===== src/core/mbi_map.svh =====
/*
 * Constants of the host bus interface: widths, reset values and pipeline depths.
 * Assumes it is included by bare name from the package and the design modules.
 */
`ifndef MBI_MAP_SVH
`define MBI_MAP_SVH

// Width of one address/data byte port.
`define MBI_PORT_W 8
// Width of the address handed to the decode logic.
`define MBI_ADDR_W 20
// Width of the read data offered by the internal blocks.
`define MBI_DATA_W 16
// Reset value of the decode address.
`define MBI_ADDR_RST 20'h00000
// Reset value of a latched address byte.
`define MBI_BYTE_RST 8'h00
// Flip-flop stages of the pin synchroniser.
`define MBI_SYNC_STAGES 2
// Lowest burst address bit carried by the lower byte port.
`define MBI_BURST_LSB 4

`endif


===== src/core/mbi_pkg.sv =====
/*
 * Types shared by the host bus interface modules.
 * Assumes the constant header is on the include path.
 */
package mbi_pkg;
`include "mbi_map.svh"

	// Wiring style of the host address/data bus.
	typedef enum logic [1:0] {
		MBI_BUS_MUX    = 2'h0, // Data shares the low address byte.
		MBI_BUS_NONMUX = 2'h1, // Separate buses, data arrives elsewhere.
		MBI_BUS_PAGE   = 2'h2, // Data shares the high address byte.
		MBI_BUS_BURST  = 2'h3  // Sixteen data bits over address bits 4 to 19.
	} mbi_bus_type;

	// Meaning of the write control input.
	typedef enum logic {
		MBI_WR_STROBE = 1'b0, // Active low write strobe.
		MBI_WR_RW     = 1'b1  // High for read, low for write.
	} mbi_wr_type;

	// Meaning of the read control input.
	typedef enum logic [1:0] {
		MBI_RD_STROBE = 2'h0, // Active low read strobe.
		MBI_RD_ECLK   = 2'h1, // Bus clock, data phase while high.
		MBI_RD_DS     = 2'h2, // Active low data strobe.
		MBI_RD_FETCH  = 2'h3  // Program fetch strobe used as read.
	} mbi_rd_type;

	// Bus cycle phase; Gray coded along idle, address, hold.
	typedef enum logic [1:0] {
		MBI_ST_IDLE = 2'b00,
		MBI_ST_ADDR = 2'b01,
		MBI_ST_HOLD = 2'b11
	} mbi_state_type;

	// Decoded host controls handed to the logic arrays.
	typedef struct packed {
		logic rd;         // Host read in progress.
		logic wr;         // Host write in progress.
		logic code_fetch; // Code fetch strobe active.
		logic gen_in;     // Program select pin as a plain level.
		logic strobe;     // Address strobe level.
	} mbi_ctrl_type;

endpackage : mbi_pkg


===== src/core/mbi_sync.sv =====
/*
 * Two-stage synchroniser for a vector of pin levels.
 * Assumes each bit is a level that is held for several clock periods.
 */
`timescale 1ns/100ps
module mbi_sync
	import mbi_pkg::*;
#(
	parameter int          W       = 1,      // Number of bits.
	parameter logic [W-1:0] RST_VAL = '0     // Idle level of each pin.
) (
	input  wire logic         clk,  // System clock.
	input  wire logic         rst,  // Asynchronous reset, active high.
	input  wire logic [W-1:0] d,    // Pin levels from outside.
	output logic      [W-1:0] q     // Levels safe to use.
);

	logic [W-1:0] meta_q; // First stage, read only by the second.

	// Both stages reset to the idle level so that no false strobe appears.
	always_ff @(posedge clk or posedge rst) begin
		if (rst) begin
			meta_q <= RST_VAL;
			q      <= RST_VAL;
		end else begin
			meta_q <= d;
			q      <= meta_q;
		end
	end

endmodule : mbi_sync


===== src/core/mbi_host_port.sv =====
/*
 * Host bus interface of the programmable peripheral: address capture,
 * control decoding for the logic arrays and read data drive.
 * Assumes decode logic on the same clock returns block_select and read_data,
 * and that the host strobes are slow against the 20 MHz clock.
 */
// Behaviour
// - Strobe latches address, held for the cycle.
// - Drive data only on read and selection.
// - Forward address to the decode logic.
// - Mux host: low data shared, high address.
// - Nonmux host: both ports carry address.
// - Page host: low address, high data shared.
// - Burst host: address 4-19 shared with data.
// - Write input: strobe or read/write level.
// - Read input: strobe, clock, data strobe, fetch.
// - All controls reach the logic arrays.
// - Program select: code fetch or plain input.
// - Reset pin clears ports, arrays, configuration; here the style and fetch select inputs are not cleared.
`timescale 1ns/100ps
`include "mbi_map.svh"
module mbi_host_port
	import mbi_pkg::*;
(
	input  wire logic                   clk,                   // 20 MHz clock.
	input  wire logic                   rst,                   // Async reset, high.
	input  wire logic [`MBI_PORT_W-1:0] lower_addr_data_port_in, // Lower port level.
	output logic      [`MBI_PORT_W-1:0] lower_addr_data_port_out, // Lower port data.
	output logic                        lower_addr_data_port_oe, // Lower port drive.
	input  wire logic [`MBI_PORT_W-1:0] upper_addr_data_port_in, // Upper port level.
	output logic      [`MBI_PORT_W-1:0] upper_addr_data_port_out, // Upper port data.
	output logic                        upper_addr_data_port_oe, // Upper port drive.
	input  wire logic                   write_control_input,   // Write pin.
	input  wire logic                   read_control_input,    // Read pin.
	input  wire logic                   program_select_input,  // Program select pin.
	input  wire logic                   address_strobe_in,     // Address strobe, high.
	input  wire logic                   reset_pin_n,           // Reset pin, low.
	input  wire mbi_bus_type            bus_style,             // Host bus wiring.
	input  wire mbi_wr_type             wr_style,              // Write pin meaning.
	input  wire mbi_rd_type             rd_style,              // Read pin meaning.
	input  wire logic                   fetch_on_select,       // Select pin is fetch.
	input  wire logic                   block_select,          // Decoded hit.
	input  wire logic [`MBI_DATA_W-1:0] read_data,             // Data of the hit.
	output logic      [`MBI_ADDR_W-1:0] decode_addr_q,         // Address to decode.
	output mbi_ctrl_type                ctrl_q,                // Controls to arrays.
	output logic                        port_reset_q           // Reset to ports.
);

	logic [`MBI_PORT_W-1:0] lo_s;     // Synchronised lower port.
	logic [`MBI_PORT_W-1:0] hi_s;     // Synchronised upper port.
	logic                   w_s;      // Synchronised write pin.
	logic                   r_s;      // Synchronised read pin.
	logic                   ps_s;     // Synchronised select pin.
	logic                   as_s;     // Synchronised address strobe.
	logic                   rstn_s;   // Synchronised reset pin.
	logic [`MBI_PORT_W-1:0] lat_lo_q; // Latched lower address byte.
	logic [`MBI_PORT_W-1:0] lat_hi_q; // Latched upper address byte.
	mbi_state_type          st_q;     // Bus cycle phase.
	mbi_state_type          st_d;     // Next bus cycle phase.
	logic                   phase_on; // Data phase of clocked or strobed buses.
	logic                   host_rd;  // Host read from the read and write pins.
	logic                   host_wr;  // Host write.
	logic                   fetch;    // Code fetch from the select pin.
	logic                   rd_act;   // Any read that may be answered.
	logic [`MBI_ADDR_W-1:0] addr_d;   // Assembled address.

	// Control pins idle high except the address strobe, which is active high; the byte ports start low.
	// The idle pattern keeps a false read or strobe out of the first edges after reset.
	mbi_sync #(
		.W       (2 * `MBI_PORT_W + 5),
		.RST_VAL ({{(2 * `MBI_PORT_W){1'b0}}, 5'h1d})
	) u_sync (
		.clk (clk),
		.rst (rst),
		.d   ({lower_addr_data_port_in, upper_addr_data_port_in, write_control_input,
		        read_control_input, program_select_input, address_strobe_in,
		        reset_pin_n}),
		.q   ({lo_s, hi_s, w_s, r_s, ps_s, as_s, rstn_s})
	);

	// Whether a bus style puts read data on the lower byte port.
	function automatic logic drives_lower(input mbi_bus_type s);
		drives_lower = (s == MBI_BUS_MUX) || (s == MBI_BUS_BURST);
	endfunction : drives_lower

	// Whether a bus style puts read data on the upper byte port.
	function automatic logic drives_upper(input mbi_bus_type s);
		drives_upper = (s == MBI_BUS_PAGE) || (s == MBI_BUS_BURST);
	endfunction : drives_upper

	// Decode the control pins according to the host type.
	always_comb begin
		// A bus clock marks the data phase while high, a data strobe while low.
		phase_on = (rd_style == MBI_RD_ECLK) ? r_s : !r_s;
		if (wr_style == MBI_WR_RW) begin
			// Direction level: reads and writes only count in the data phase.
			host_rd = w_s && phase_on;
			host_wr = !w_s && phase_on;
		end else begin
			// Separate strobes: the write pin is an active low strobe, the read pin too unless it is a bus clock.
			host_rd = (rd_style == MBI_RD_ECLK) ? r_s : !r_s;
			host_wr = !w_s;
		end
		fetch  = fetch_on_select && !ps_s;
		rd_act = host_rd || fetch;
	end

	// Assemble the address for each wiring style.
	always_comb begin
		case (bus_style)
			MBI_BUS_MUX: begin
				addr_d = {4'h0, hi_s, lat_lo_q};
			end
			MBI_BUS_NONMUX: begin
				addr_d = {4'h0, hi_s, lo_s};
			end
			MBI_BUS_PAGE: begin
				addr_d = {4'h0, lat_hi_q, lo_s};
			end
			MBI_BUS_BURST: begin
				// Bits 0 to 3 arrive on another port and are not seen here.
				addr_d = {lat_hi_q, lat_lo_q, {`MBI_BURST_LSB{1'b0}}};
			end
			default: begin
				addr_d = `MBI_ADDR_RST;
			end
		endcase
	end

	// Bus cycle phase: the address is open while the strobe is high, then held.
	always_comb begin
		case (st_q)
			MBI_ST_IDLE: begin
				st_d = as_s ? MBI_ST_ADDR : MBI_ST_IDLE;
			end
			MBI_ST_ADDR: begin
				st_d = as_s ? MBI_ST_ADDR : MBI_ST_HOLD;
			end
			MBI_ST_HOLD: begin
				st_d = as_s ? MBI_ST_ADDR : MBI_ST_HOLD;
			end
			default: begin
				st_d = MBI_ST_IDLE;
			end
		endcase
	end

	// Phase register; the reset pin returns it to idle.
	always_ff @(posedge clk or posedge rst) begin
		if (rst) begin
			st_q <= MBI_ST_IDLE;
		end else if (!rstn_s) begin
			st_q <= MBI_ST_IDLE;
		end else begin
			st_q <= st_d;
		end
	end

	// Address latch follows the ports while the strobe is high and freezes on its fall.
	always_ff @(posedge clk or posedge rst) begin
		if (rst) begin
			lat_lo_q <= `MBI_BYTE_RST;
			lat_hi_q <= `MBI_BYTE_RST;
		end else if (!rstn_s) begin
			lat_lo_q <= `MBI_BYTE_RST;
			lat_hi_q <= `MBI_BYTE_RST;
		end else if (as_s) begin
			lat_lo_q <= lo_s;
			lat_hi_q <= hi_s;
		end
	end

	// Address and controls to the decode logic and arrays, one cycle late.
	always_ff @(posedge clk or posedge rst) begin
		if (rst) begin
			decode_addr_q <= `MBI_ADDR_RST;
			ctrl_q        <= '0;
		end else if (!rstn_s) begin
			decode_addr_q <= `MBI_ADDR_RST;
			ctrl_q        <= '0;
		end else begin
			decode_addr_q     <= addr_d;
			ctrl_q.rd         <= rd_act;
			ctrl_q.wr         <= host_wr;
			ctrl_q.code_fetch <= fetch;
			ctrl_q.gen_in     <= ps_s;
			ctrl_q.strobe     <= as_s;
		end
	end

	// Read data drive. Holding data in flops costs a cycle of latency but keeps
	// pin drivers glitch free while the select settles.
	always_ff @(posedge clk or posedge rst) begin
		if (rst) begin
			lower_addr_data_port_out <= `MBI_BYTE_RST;
			upper_addr_data_port_out <= `MBI_BYTE_RST;
			lower_addr_data_port_oe  <= 1'b0;
			upper_addr_data_port_oe  <= 1'b0;
		end else if (!rstn_s || !(rd_act && block_select)) begin
			lower_addr_data_port_oe <= 1'b0;
			upper_addr_data_port_oe <= 1'b0;
		end else begin
			lower_addr_data_port_oe  <= drives_lower(bus_style);
			upper_addr_data_port_oe  <= drives_upper(bus_style);
			lower_addr_data_port_out <= read_data[7:0];
			// Page mode carries its byte on the upper port, burst its high byte.
			upper_addr_data_port_out <= (bus_style == MBI_BUS_PAGE) ?
				read_data[7:0] : read_data[15:8];
		end
	end

	// Reset handed on to the ports and macrocells while the pin is low.
	always_ff @(posedge clk or posedge rst) begin
		if (rst) begin
			port_reset_q <= 1'b1;
		end else begin
			port_reset_q <= !rstn_s;
		end
	end

	// Checks on the behaviour above.
	a_addr_held: assert property (@(posedge clk) disable iff (rst)
		(st_q == MBI_ST_HOLD && $past(st_q) == MBI_ST_HOLD) |-> $stable(lat_lo_q))
		else $error("Latched address moved during the hold phase.");
	a_drive_cause: assert property (@(posedge clk) disable iff (rst)
		(lower_addr_data_port_oe || upper_addr_data_port_oe) |->
		$past(rd_act && block_select && rstn_s))
		else $error("Port driven without a selected read.");
	a_float_idle: assert property (@(posedge clk) disable iff (rst)
		!rd_act ##1 1'b1 |-> !lower_addr_data_port_oe && !upper_addr_data_port_oe)
		else $error("Port driven outside a read.");
	a_mux_map: assert property (@(posedge clk) disable iff (rst)
		(bus_style == MBI_BUS_MUX && rstn_s) |=>
		decode_addr_q[15:0] == {$past(hi_s), $past(lat_lo_q)})
		else $error("Multiplexed address assembled wrongly.");
	a_nonmux_map: assert property (@(posedge clk) disable iff (rst)
		(bus_style == MBI_BUS_NONMUX && rstn_s) |=>
		decode_addr_q[15:0] == {$past(hi_s), $past(lo_s)})
		else $error("Plain address assembled wrongly.");
	a_page_map: assert property (@(posedge clk) disable iff (rst)
		(bus_style == MBI_BUS_PAGE && rstn_s) |=>
		decode_addr_q[15:0] == {$past(lat_hi_q), $past(lo_s)})
		else $error("Page address assembled wrongly.");
	a_burst_map: assert property (@(posedge clk) disable iff (rst)
		(bus_style == MBI_BUS_BURST && rstn_s) |=>
		decode_addr_q[19:4] == {$past(lat_hi_q), $past(lat_lo_q)})
		else $error("Burst address assembled wrongly.");
	a_write_strobe: assert property (@(posedge clk) disable iff (rst)
		(wr_style == MBI_WR_STROBE && !w_s && rstn_s) |=> ctrl_q.wr)
		else $error("Write strobe not seen.");
	a_read_strobe: assert property (@(posedge clk) disable iff (rst)
		(wr_style == MBI_WR_STROBE && rd_style == MBI_RD_STROBE && !r_s && rstn_s)
		|=> ctrl_q.rd)
		else $error("Read strobe not seen.");
	a_fetch_sel: assert property (@(posedge clk) disable iff (rst)
		(fetch_on_select && !ps_s && rstn_s) |=> ctrl_q.code_fetch && ctrl_q.rd)
		else $error("Code fetch not seen.");
	a_pin_reset: assert property (@(posedge clk) disable iff (rst)
		!rstn_s |=> port_reset_q && decode_addr_q == `MBI_ADDR_RST && !ctrl_q.wr)
		else $error("Reset pin did not clear the outputs.");

	c_read_drive: cover property (@(posedge clk) disable iff (rst)
		lower_addr_data_port_oe && upper_addr_data_port_oe);
	c_write_seen: cover property (@(posedge clk) disable iff (rst) ctrl_q.wr);
	c_hold_entry: cover property (@(posedge clk) disable iff (rst)
		st_q == MBI_ST_ADDR ##1 st_q == MBI_ST_HOLD);

endmodule : mbi_host_port


===== config.mk =====
export PLATFORM = sky130hd
export DESIGN_NAME = mbi_host_port
export DESIGN_NICKNAME = d
export VERILOG_FILES = /design/src/core/mbi_pkg.sv /design/src/core/mbi_sync.sv /design/src/core/mbi_host_port.sv
export VERILOG_INCLUDE_DIRS = /design/src /design/src/core
export SDC_FILE = /design/constraint.sdc
export NUM_CORES = 1
export LEC_CHECK = 0
export BUFFER_PORTS_ARGS = -buffer_cell sky130_fd_sc_hd__clkbuf_2
export CAP_MARGIN = 20
export CORE_ASPECT_RATIO = 1.25
export CORE_MARGIN = 2
export CORE_UTILIZATION = 43
export DETAILED_ROUTE_END_ITERATION = 8
export MAX_ROUTING_LAYER = met4
export PLACE_DENSITY = 0.66
export REMOVE_ABC_BUFFERS = 1
export SETUP_SLACK_MARGIN = 0.05
export SKIP_LAST_GASP = 1
export SYNTH_ARGS = -nofsm -noshare
export SYNTH_HDL_FRONTEND = slang
export SYNTH_HIERARCHICAL = 1
export SYNTH_SLANG_ARGS = --single-unit

===== constraint.sdc =====
create_clock -name clk -period 2.5 [get_ports clk]
set_input_delay 0.5 -clock clk [delete_from_list [all_inputs] [get_ports clk]]
set_output_delay 0.5 -clock clk [all_outputs]
set_load 0.02 [all_outputs]

After elaboration in Yosys (flattened, before gate mapping)
Index checks and enable logic that the tools add are counted.
{ "totals": {"regBits": 102, "inputBits": 46, "wordCells": 47, "output_inout_bits": 44} }
{ "classes": {"eq_ne": 5, "reduce_logical": 14, "n_mux": 13} }
{ "op_table": {"columns": ["cell", "count"], "rows": [
  ["one-hot mux 20 bit (4 select lines)", 1],
  ["2-to-1 mux 8 bit", 5],
  ["2-to-1 mux 20 bit", 1],
  ["zero test 1 bit", 5],
  ["2-to-1 mux 1 bit", 5],
  ["2-to-1 mux 5 bit", 1],
  ["equality test 2 x 1 -> 1 bit, second input constant", 2],
  ["equality test 2 bit, second input constant", 2],
  ["logical AND 1 bit", 4],
  ["logical OR 1 bit", 4],
  ["zero test 2 bit", 1],
  ["inequality test 2 x 1 -> 1 bit, second input constant", 1]
]} }

Depth between registers and ports, before layout
Gate-level depths: netlist (run 1).
{ "depth": {"depth_word": 9, "ltp_mapped": 8, "ltp_nobuf": 6} }

Cells and area by module
Netlist (run 1), hierarchy kept.
{ "by_module_without_submodules": {"columns": ["mod", "n_inst", "cells_per_inst", "area_per_inst_um2"], "rows": [
  ["mbi_host_port", 1, 266, 2864.0],
  ["mbi_sync", 1, 43, 1064.8]
]} }

Worst setup path before layout (run 1)
No wires, ideal clock.
{ "synth_path": {"path_type": "in2reg", "from": "in bus_style[0]", "to": "reg upper_addr_data_port_out[0]", "required_ns": 2.376, "path_stages": 6, "setup_slack_ns": 0.651, "arrival_time_ns": 1.725, "cell_sequence": "inv_1 > ha_1 > buf_2 > buf_1 > mux2_2 > o31a_1"} }
{ "synth_between": {"elab_chain_cells": 2} }
{ "synth_lines": {"columns": ["item", "line_no", "text"], "rows": [
  ["start: declaration", "mbi_host_port.sv:38", "input wire mbi_bus_type bus_style,"],
  ["equality test 2 bit", "mbi_host_port.sv:207", "upper_addr_data_port_out <= (bus_style == MBI_BUS_PAGE) ?"],
  ["2-to-1 mux 8 bit", "mbi_host_port.sv:207", null],
  ["end signal: assignment", "mbi_host_port.sv:196", "upper_addr_data_port_out <= `MBI_BYTE_RST;"],
  ["end signal: assignment", "mbi_host_port.sv:207", null],
  ["end: declaration", "mbi_host_port.sv:31", "output logic [`MBI_PORT_W-1:0] upper_addr_data_port_out,"]
]} }
Every way passes these cells.
A chain may end at the register's enable or synchronous reset.

Worst setup path in the final report (run 1)
{ "layout_path": {"from": "reg u_sync.q[3]", "to": "reg upper_addr_data_port_out[2]"} }
{ "layout_between": {"elab_chain_cells": 8} }
{ "layout_lines": {"columns": ["item", "line_no", "text"], "rows": [
  ["start: declaration", "mbi_sync.sv:15", "output logic [W-1:0] q"],
  ["start signal: assignment", "mbi_sync.sv:27", "q <= meta_q;"],
  ["zero test 1 bit", "mbi_host_port.sv:94, mbi_host_port.sv:101", null],
  ["2-to-1 mux 1 bit (*)", "mbi_host_port.sv:94, mbi_host_port.sv:101", null],
  ["logical AND 1 bit", "mbi_host_port.sv:97", "host_rd = w_s && phase_on;"],
  ["2-to-1 mux 1 bit (*)", "mbi_host_port.sv:95", "if (wr_style == MBI_WR_RW) begin"],
  ["logical OR 1 bit (*)", "mbi_host_port.sv:105", "rd_act = host_rd || fetch;"],
  ["logical AND 1 bit (*)", "mbi_host_port.sv:199", "end else if (!rstn_s || !(rd_act && block_select)) begin"],
  ["zero test 1 bit (*)", "mbi_host_port.sv:199", null],
  ["logical OR 1 bit (*)", "mbi_host_port.sv:199", null]
]} }
Mark *: on every way between the ends. The rest lies on a longest branch, timed or not.

==> metrics.cfg, run 1 <==
[final_layout]
nFillCells=809
drive_gt1_frac=0.342
finalNonFillerCells=521
diodes=0
area_growth_syn_to_layout_pct=21.9
final_common_cell=dfrtp_1
final_cell_mix=dfrtp_1, clkbuf_2, nor2_1
nets=443
postLayoutCoreUtil=0.530

[timing]
fmax_mhz=520
setup_violations=0
hold_viol=0
worstMarginPinSlew_ns=0.840
min_period_over_period=0.770
tns_ns=0
rsz0062_at_grt=false
skew_ns=0.00782
timing.final.ws_setup_ns=0.576
drv_slew=0
min_period_ns=1.92
slew-limit-headroom=0.439

[synth]
synth_warnings=6
synth_top_family_by_area=compound AO/OA/AOI/OAI gates
synth_top_area_cell=dfrtp_1
yosys.area_share.simple=0.113
syn_area_um2=3930
synth_top_area_frac=0.592
syn_area_per_cell_um2=12.7
yosysUniqueCellTypes=36
syn_inst=309
synth_area_leaders=dfrtp_1, dfstp_2, mux2i_1
synth-xor-area-share=0.00637
muxShareOfSynthArea=0.0637
synth-compound-area-share=0.118
synthArstFlopShare=1.00
synth_fa_ha_area_frac=0.0127
ys.flop_type=dfrtp_1
synth-seq-cells=102
synth-edff-count=0
ys_seq_area_frac=0.653

[drt]
ant_nets=0
viasPerCell=5.21
wl_per_cell_um=15.9
num_vias=2716
drt_iter0_drc=177
drt_wl_total_mm=8.28
drc=0
dr.pass1.iters=4

[global_route]
grt_overflow=0
grt_use_total=0.179
grt_pass1_wl_mm=13.2
grt_pass1_vias=2662
grt_antenna_before_repair=0
grt_max_degree=43

[placed_design]
port_buffers=89
place_inst=505
place_congestion=0.913
pre_cts_ws_ns=0.411
place_hpwl_mm=5.51

[power_and_ir_drop]
p_per_area_nw_per_um2=792
peakVddDrop_mv=0.488
leakage_uw=0.00231

[critical_path]
worstPathArrival_ns=2.15
worstSetupStartpointType=register
cp_data_required_time_ns=2.72
critPathKind=register to register
worstSetupEndpointType=register
path_max_fanout=17

[clock_network]
numCtsBuffers=9
cts_setup_buffers=0
htreeDepth=3
cts_hold_buf=0
cts_sinks=102
cts_tree=built
cts_resized=0
cts_buffer_depth=2
cts.clk_slew.worst_paths_ns=0.07
cts-root-buf=clkbuf_16
worst_skew_pair.late_latency_ns=0.34

[floorplanning]
io_pins=90
num_rows=39
core_um2=9030
start_util=0.435
die_h_um=111
die_x_um=89.5
die_area_um2=9920

[flow_run]
cap_viol_max_count=0

[outcome]
status=complete, no violations

[hold_path]
hold_class=input pin to asynchronous set/reset pin

## state kept, by name (all words and copies together) (netlist names)
name and count:
ctrl_q 5, decode_addr_q 20, lat_hi_q 8, lat_lo_q 8, lower_addr_data_port_oe 1, lower_addr_data_port_out 8, port_reset_q 1, u_sync/meta_q 21
u_sync/q 21, upper_addr_data_port_oe 1, upper_addr_data_port_out 8
## Yosys cell counts, drive strengths merged (6+ instances only)
| master | count |
|---|---|
| clkbuf | 12 |
| inv | 6 |
| a221o | 8 |
| o31a | 8 |
| a21oi | 14 |
| a32oi | 8 |
| dfrtp | 93 |
| nor2 | 33 |
| dfstp | 9 |
| and2 | 11 |
| nand3 | 16 |
| mux2 | 8 |
| a22oi | 16 |
| mux2i | 16 |
| buf | 10 |
## metrics by stage
step / hold WS, ns / total power [uW] / instance area (um2)
6_report: 0.200 / 3790 / 4790
5_1_grt: 0.229 / 3970 / 4790
4_1_cts: 0.207 / 3840 / 4790
3_5_place_dp: 0.335 / 2410 / 4480
3_3_place_gp: 0.332 / 2400 / 4480
2_1_floorplan: 0.331 / 2200 / 3820
## worst paths after layout
kind	from	to	slack, ns	depth (start not counted)
max in group asynchronous	rst	u_sync/q[17]$_DFF_PP0_	1.63	2
setup reg to reg	u_sync/q[3]$_DFF_PP1_	upper_addr_data_port_out[2]$_DFFE_PP0N_	0.58	3
setup / recovery	u_sync/q[3]$_DFF_PP1_	upper_addr_data_port_out[2]$_DFFE_PP0N_	0.58	3
hold reg to reg	u_sync/meta_q[10]$_DFF_PP0_	u_sync/q[10]$_DFF_PP0_	0.35	0
min in group clk	reset_pin_n	u_sync/meta_q[0]$_DFF_PP1_	0.25	1
hold / removal	rst	decode_addr_q[13]$_DFF_PP0_	0.20	2
## where the power goes
group / internal, uW / leakage (uW) / switching, uW
combinational: 208 / 0.000929 / 313
sequential: 1780 / 0.00123 / 82.1
clock: 814 / 0.000144 / 599
total: 2800 / 0.00231 / 994
## routing by layer
metal,up-vias,track usage,part of all wire
met1,1351,0.238,0.45
li1,1266,-,-
met2,93,0.273,0.49
met4,0,0.0657,0.0089
met5,-,-,0
met3,6,0.0343,0.050
## cell type report
| cell class | instances | area (um2) | share of cell area |
|---|---|---|---|
| clock buffer | 11 | 243 | 0.0507 |
| clock inverter | 5 | 65.1 | 0.0136 |
| inverter | 8 | 30.0 | 0.00627 |
| multi-input combinational | 177 | 1230 | 0.257 |
| sequential | 102 | 2560 | 0.535 |
| tap | 123 | 154 | 0.0321 |
| timing repair buffer | 95 | 503 | 0.105 |
## kinds of logic after synthesis
family,count (synthesis)
buffers and inverters,30
AO/OA/AOI/OAI,60
adder cells (fa/ha/maj),4
XOR/XNOR,2
AND/OR/NAND/NOR,87
flip-flops,102
multiplexers,24
## critical path, cell delays in order, from the launching register on
cell	delay, ns
dfstp_2	0.56
xor2_2	0.61
a21oi_2	0.29
o31a_1	0.34
(Power assumes the default switching activity.)
==> run 2: changes to the inputs <==
--- a/config.mk
+++ b/config.mk
@@ -13,7 +13,7 @@
 export CORE_UTILIZATION = 43
 export DETAILED_ROUTE_END_ITERATION = 8
 export MAX_ROUTING_LAYER = met4
-export PLACE_DENSITY = 0.66
+export PLACE_DENSITY = 0.68
 export REMOVE_ABC_BUFFERS = 1
 export SETUP_SLACK_MARGIN = 0.05
 export SKIP_LAST_GASP = 1
==> constraint.sdc (replaced) <==
create_clock -name clk -period 1.7 [get_ports clk]
set_input_delay 0.34 -clock clk [delete_from_list [all_inputs] [get_ports clk]]
set_output_delay 0.34 -clock clk [all_outputs]
set_load 0.02 [all_outputs]
==> run 2 against run 1 <==
Power is 46% higher. Setup slack worse by 0.40 ns. Sequential power is 47% higher. Sequential share of layout area is 1.1 points lower. Largest cell class unchanged. Critical path type unchanged. Largest power group unchanged.
==> metrics.cfg, run 2 (synthesis gave the netlist of run 1 again) <==
[outcome]
status=complete, no violations

[critical_path]
critPathKind=register to register
rrSetupSlack_ns=0.18  ; -0.40 ns
worstSetupStartpointType=register
cp_data_required_time_ns=1.98  ; -0.74 ns
r2r_end=lower_addr_data_port_out[1]$_DFFE_PP0N_
reg2reg_from=u_sync/q[2]$_DFF_PP1_
worstPathArrival_ns=1.80  ; -0.35 ns
path_max_fanout=8  ; -9
setup.worst_path.start=u_sync/q[2]$_DFF_PP1_
worstSetupEndpointType=register
ff2ff_path_depth=5  ; +2
endpoint=lower_addr_data_port_out[1]$_DFFE_PP0N_

[final_layout]
reg_top3=u_sync/meta_q x21, u_sync/q x21, decode_addr_q x20
nFillCells=786  ; -2.8%
diodes=0  ; unchanged
final_cell_mix=dfrtp_1, clkbuf_2, nor2_1
final_common_cell=dfrtp_1
drive_gt1_frac=0.359  ; +0.0177
nets=454  ; +2.5%
area_growth_syn_to_layout_pct=24.4

[floorplanning]
start_util=0.435  ; unchanged
core_um2=9030  ; unchanged
die_area_um2=9920  ; unchanged
num_rows=39  ; unchanged
die_h_um=111  ; unchanged
die_x_um=89.5  ; unchanged
io_pins=90  ; unchanged

[timing]
drv_slew=0  ; unchanged
timing.final.ws_setup_ns=0.180  ; -0.396 ns
skew_ns=0.00944  ; +0.00162 ns
hold_viol=0  ; unchanged
slew-limit-headroom=0.508  ; +0.0690
fmax_mhz=658  ; +27%
min_period_over_period=0.894  ; +0.124
min_period_ns=1.52  ; -0.404 ns
worstMarginPinSlew_ns=0.732  ; -0.108 ns
setup_violations=0  ; unchanged
tns_ns=0  ; unchanged
rsz0062_at_grt=false

[global_route]
grt_max_degree=54  ; +26%
grt_pass1_wl_mm=13.5  ; +2.2%
grt_antenna_before_repair=0  ; unchanged
grt_use_total=0.183  ; +0.00413
grt_overflow=0  ; unchanged
grt_pass1_vias=2774  ; +4.2%

[placed_design]
pre_cts_ws_ns=0.0447  ; -0.366 ns
port_buffers=89  ; unchanged
place_congestion=0.837  ; -8.4%
place_hpwl_mm=5.68  ; +3.2%

[clock_network]
cts_tree=built
numCtsBuffers=9  ; unchanged
cts-root-buf=clkbuf_16
cts_resized=0  ; unchanged
cts.clk_slew.worst_paths_ns=0.07  ; about the same
cts_sinks=102  ; unchanged
cts_buffer_depth=2  ; unchanged
worst_skew_pair.late_latency_ns=0.34  ; about the same
htreeDepth=3  ; unchanged

[hold_path]
hold_class=input pin to register

[power_and_ir_drop]
leakage_uw=0.00237  ; +2.7%
internal_power_uw=3990  ; +42%
swShare=0.281  ; +0.0188
p_switching_uw=1560  ; +57%
p_per_area_nw_per_um2=1140  ; +43%
peakVddDrop_mv=0.704  ; +44%
power_frac_comb=0.142  ; +0.005
clock_power_share=0.365  ; -0.008
p_seq_frac=0.493  ; +0.003

[drt]
drc=0  ; unchanged
num_vias=2811  ; +3.5%
drt_wl_total_mm=8.37  ; +1.0%
viasPerCell=5.28  ; +1.4%
drt_iter0_drc=148  ; -16%
wl_per_cell_um=15.7  ; -1.1%
dr.pass1.iters=4  ; unchanged
ant_nets=0  ; unchanged

[flow_run]
cap_viol_max_count=0  ; unchanged

## run 2: per-stage QoR
step / cells / util / power [uW] / hold WS (ns) / instance area [um2]
finish: 532 / 0.541 / 5550 / 0.0825 / 4890
global route: 532 / 0.541 / 5820 / 0.0663 / 4890
CTS: 532 / 0.541 / 5600 / 0.0736 / 4890
detailed placement: 515 / 0.506 / 3570 / 0.266 / 4570
global placement: 515 / 0.506 / 3550 / 0.264 / 4570
floorplan: 287 / - / 3240 / 0.331 / 3820
## run 2: repair_timing
item | CTS | global route
setup endpoints to repair | 0 | 0
buffers inserted | 0 | 0
hold endpoints to repair | 7 | 0
hold buffers | 1 | 0
## run 2: critical path, cell delays in order (launching register included)
cell and delay, ns:
dfstp_2 0.52, nand3b_2 0.12, inv_2 0.06, a21oi_1 0.52, a32oi_1 0.13, nand3_1 0.10
## run 2: power by group through the flow
stage | Sequential (uW) | Clock, uW | Combinational, uW
2_1_floorplan | 2890 | 0 | 354
3_3_place_gp | 2770 | 0 | 778
3_5_place_dp | 2780 | 0 | 792
4_1_cts | 2730 | 2070 | 799
5_1_grt | 2750 | 2190 | 874
6_report | 2730 | 2020 | 790
## run 2: worst min-delay path by stage
stage / cells past startpoint / slack, ns / to / start
2_1_floorplan: 0 / 0.33 / u_sync/q[10]$_DFF_PP0_ / u_sync/meta_q[10]$_DFF_PP0_
3_3_place_gp: 2 / 0.26 / ctrl_q[0]$_DFF_PP0_ / rst
3_5_place_dp: 2 / 0.27 / ctrl_q[0]$_DFF_PP0_ / rst
4_1_cts: 1 / 0.07 / u_sync/meta_q[2]$_DFF_PP1_ / program_select_input
5_1_grt: 1 / 0.07 / u_sync/meta_q[2]$_DFF_PP1_ / program_select_input
6_report: 1 / 0.08 / u_sync/meta_q[2]$_DFF_PP1_ / program_select_input
## run 2: cell type report
cell class	count	area, um2	share of cell area
Clock inverter	7	83.8	0.0172
Sequential cell	102	2560	0.525
Tap cell	123	154	0.0315
Clock buffer	9	225	0.0461
Inverter	8	30.0	0.00614
Multi-Input combinational cell	177	1230	0.252
Timing Repair Buffer	106	601	0.123
## run 2: layer usage
metal | GRT usage | up-vias | part of all wire
met3 | 0.0305 | 15 | 0.042
met1 | 0.243 | 1415 | 0.43
met2 | 0.281 | 95 | 0.51
met4 | 0.0706 | 0 | 0.019
li1 | - | 1286 | -
met5 | - | - | 0
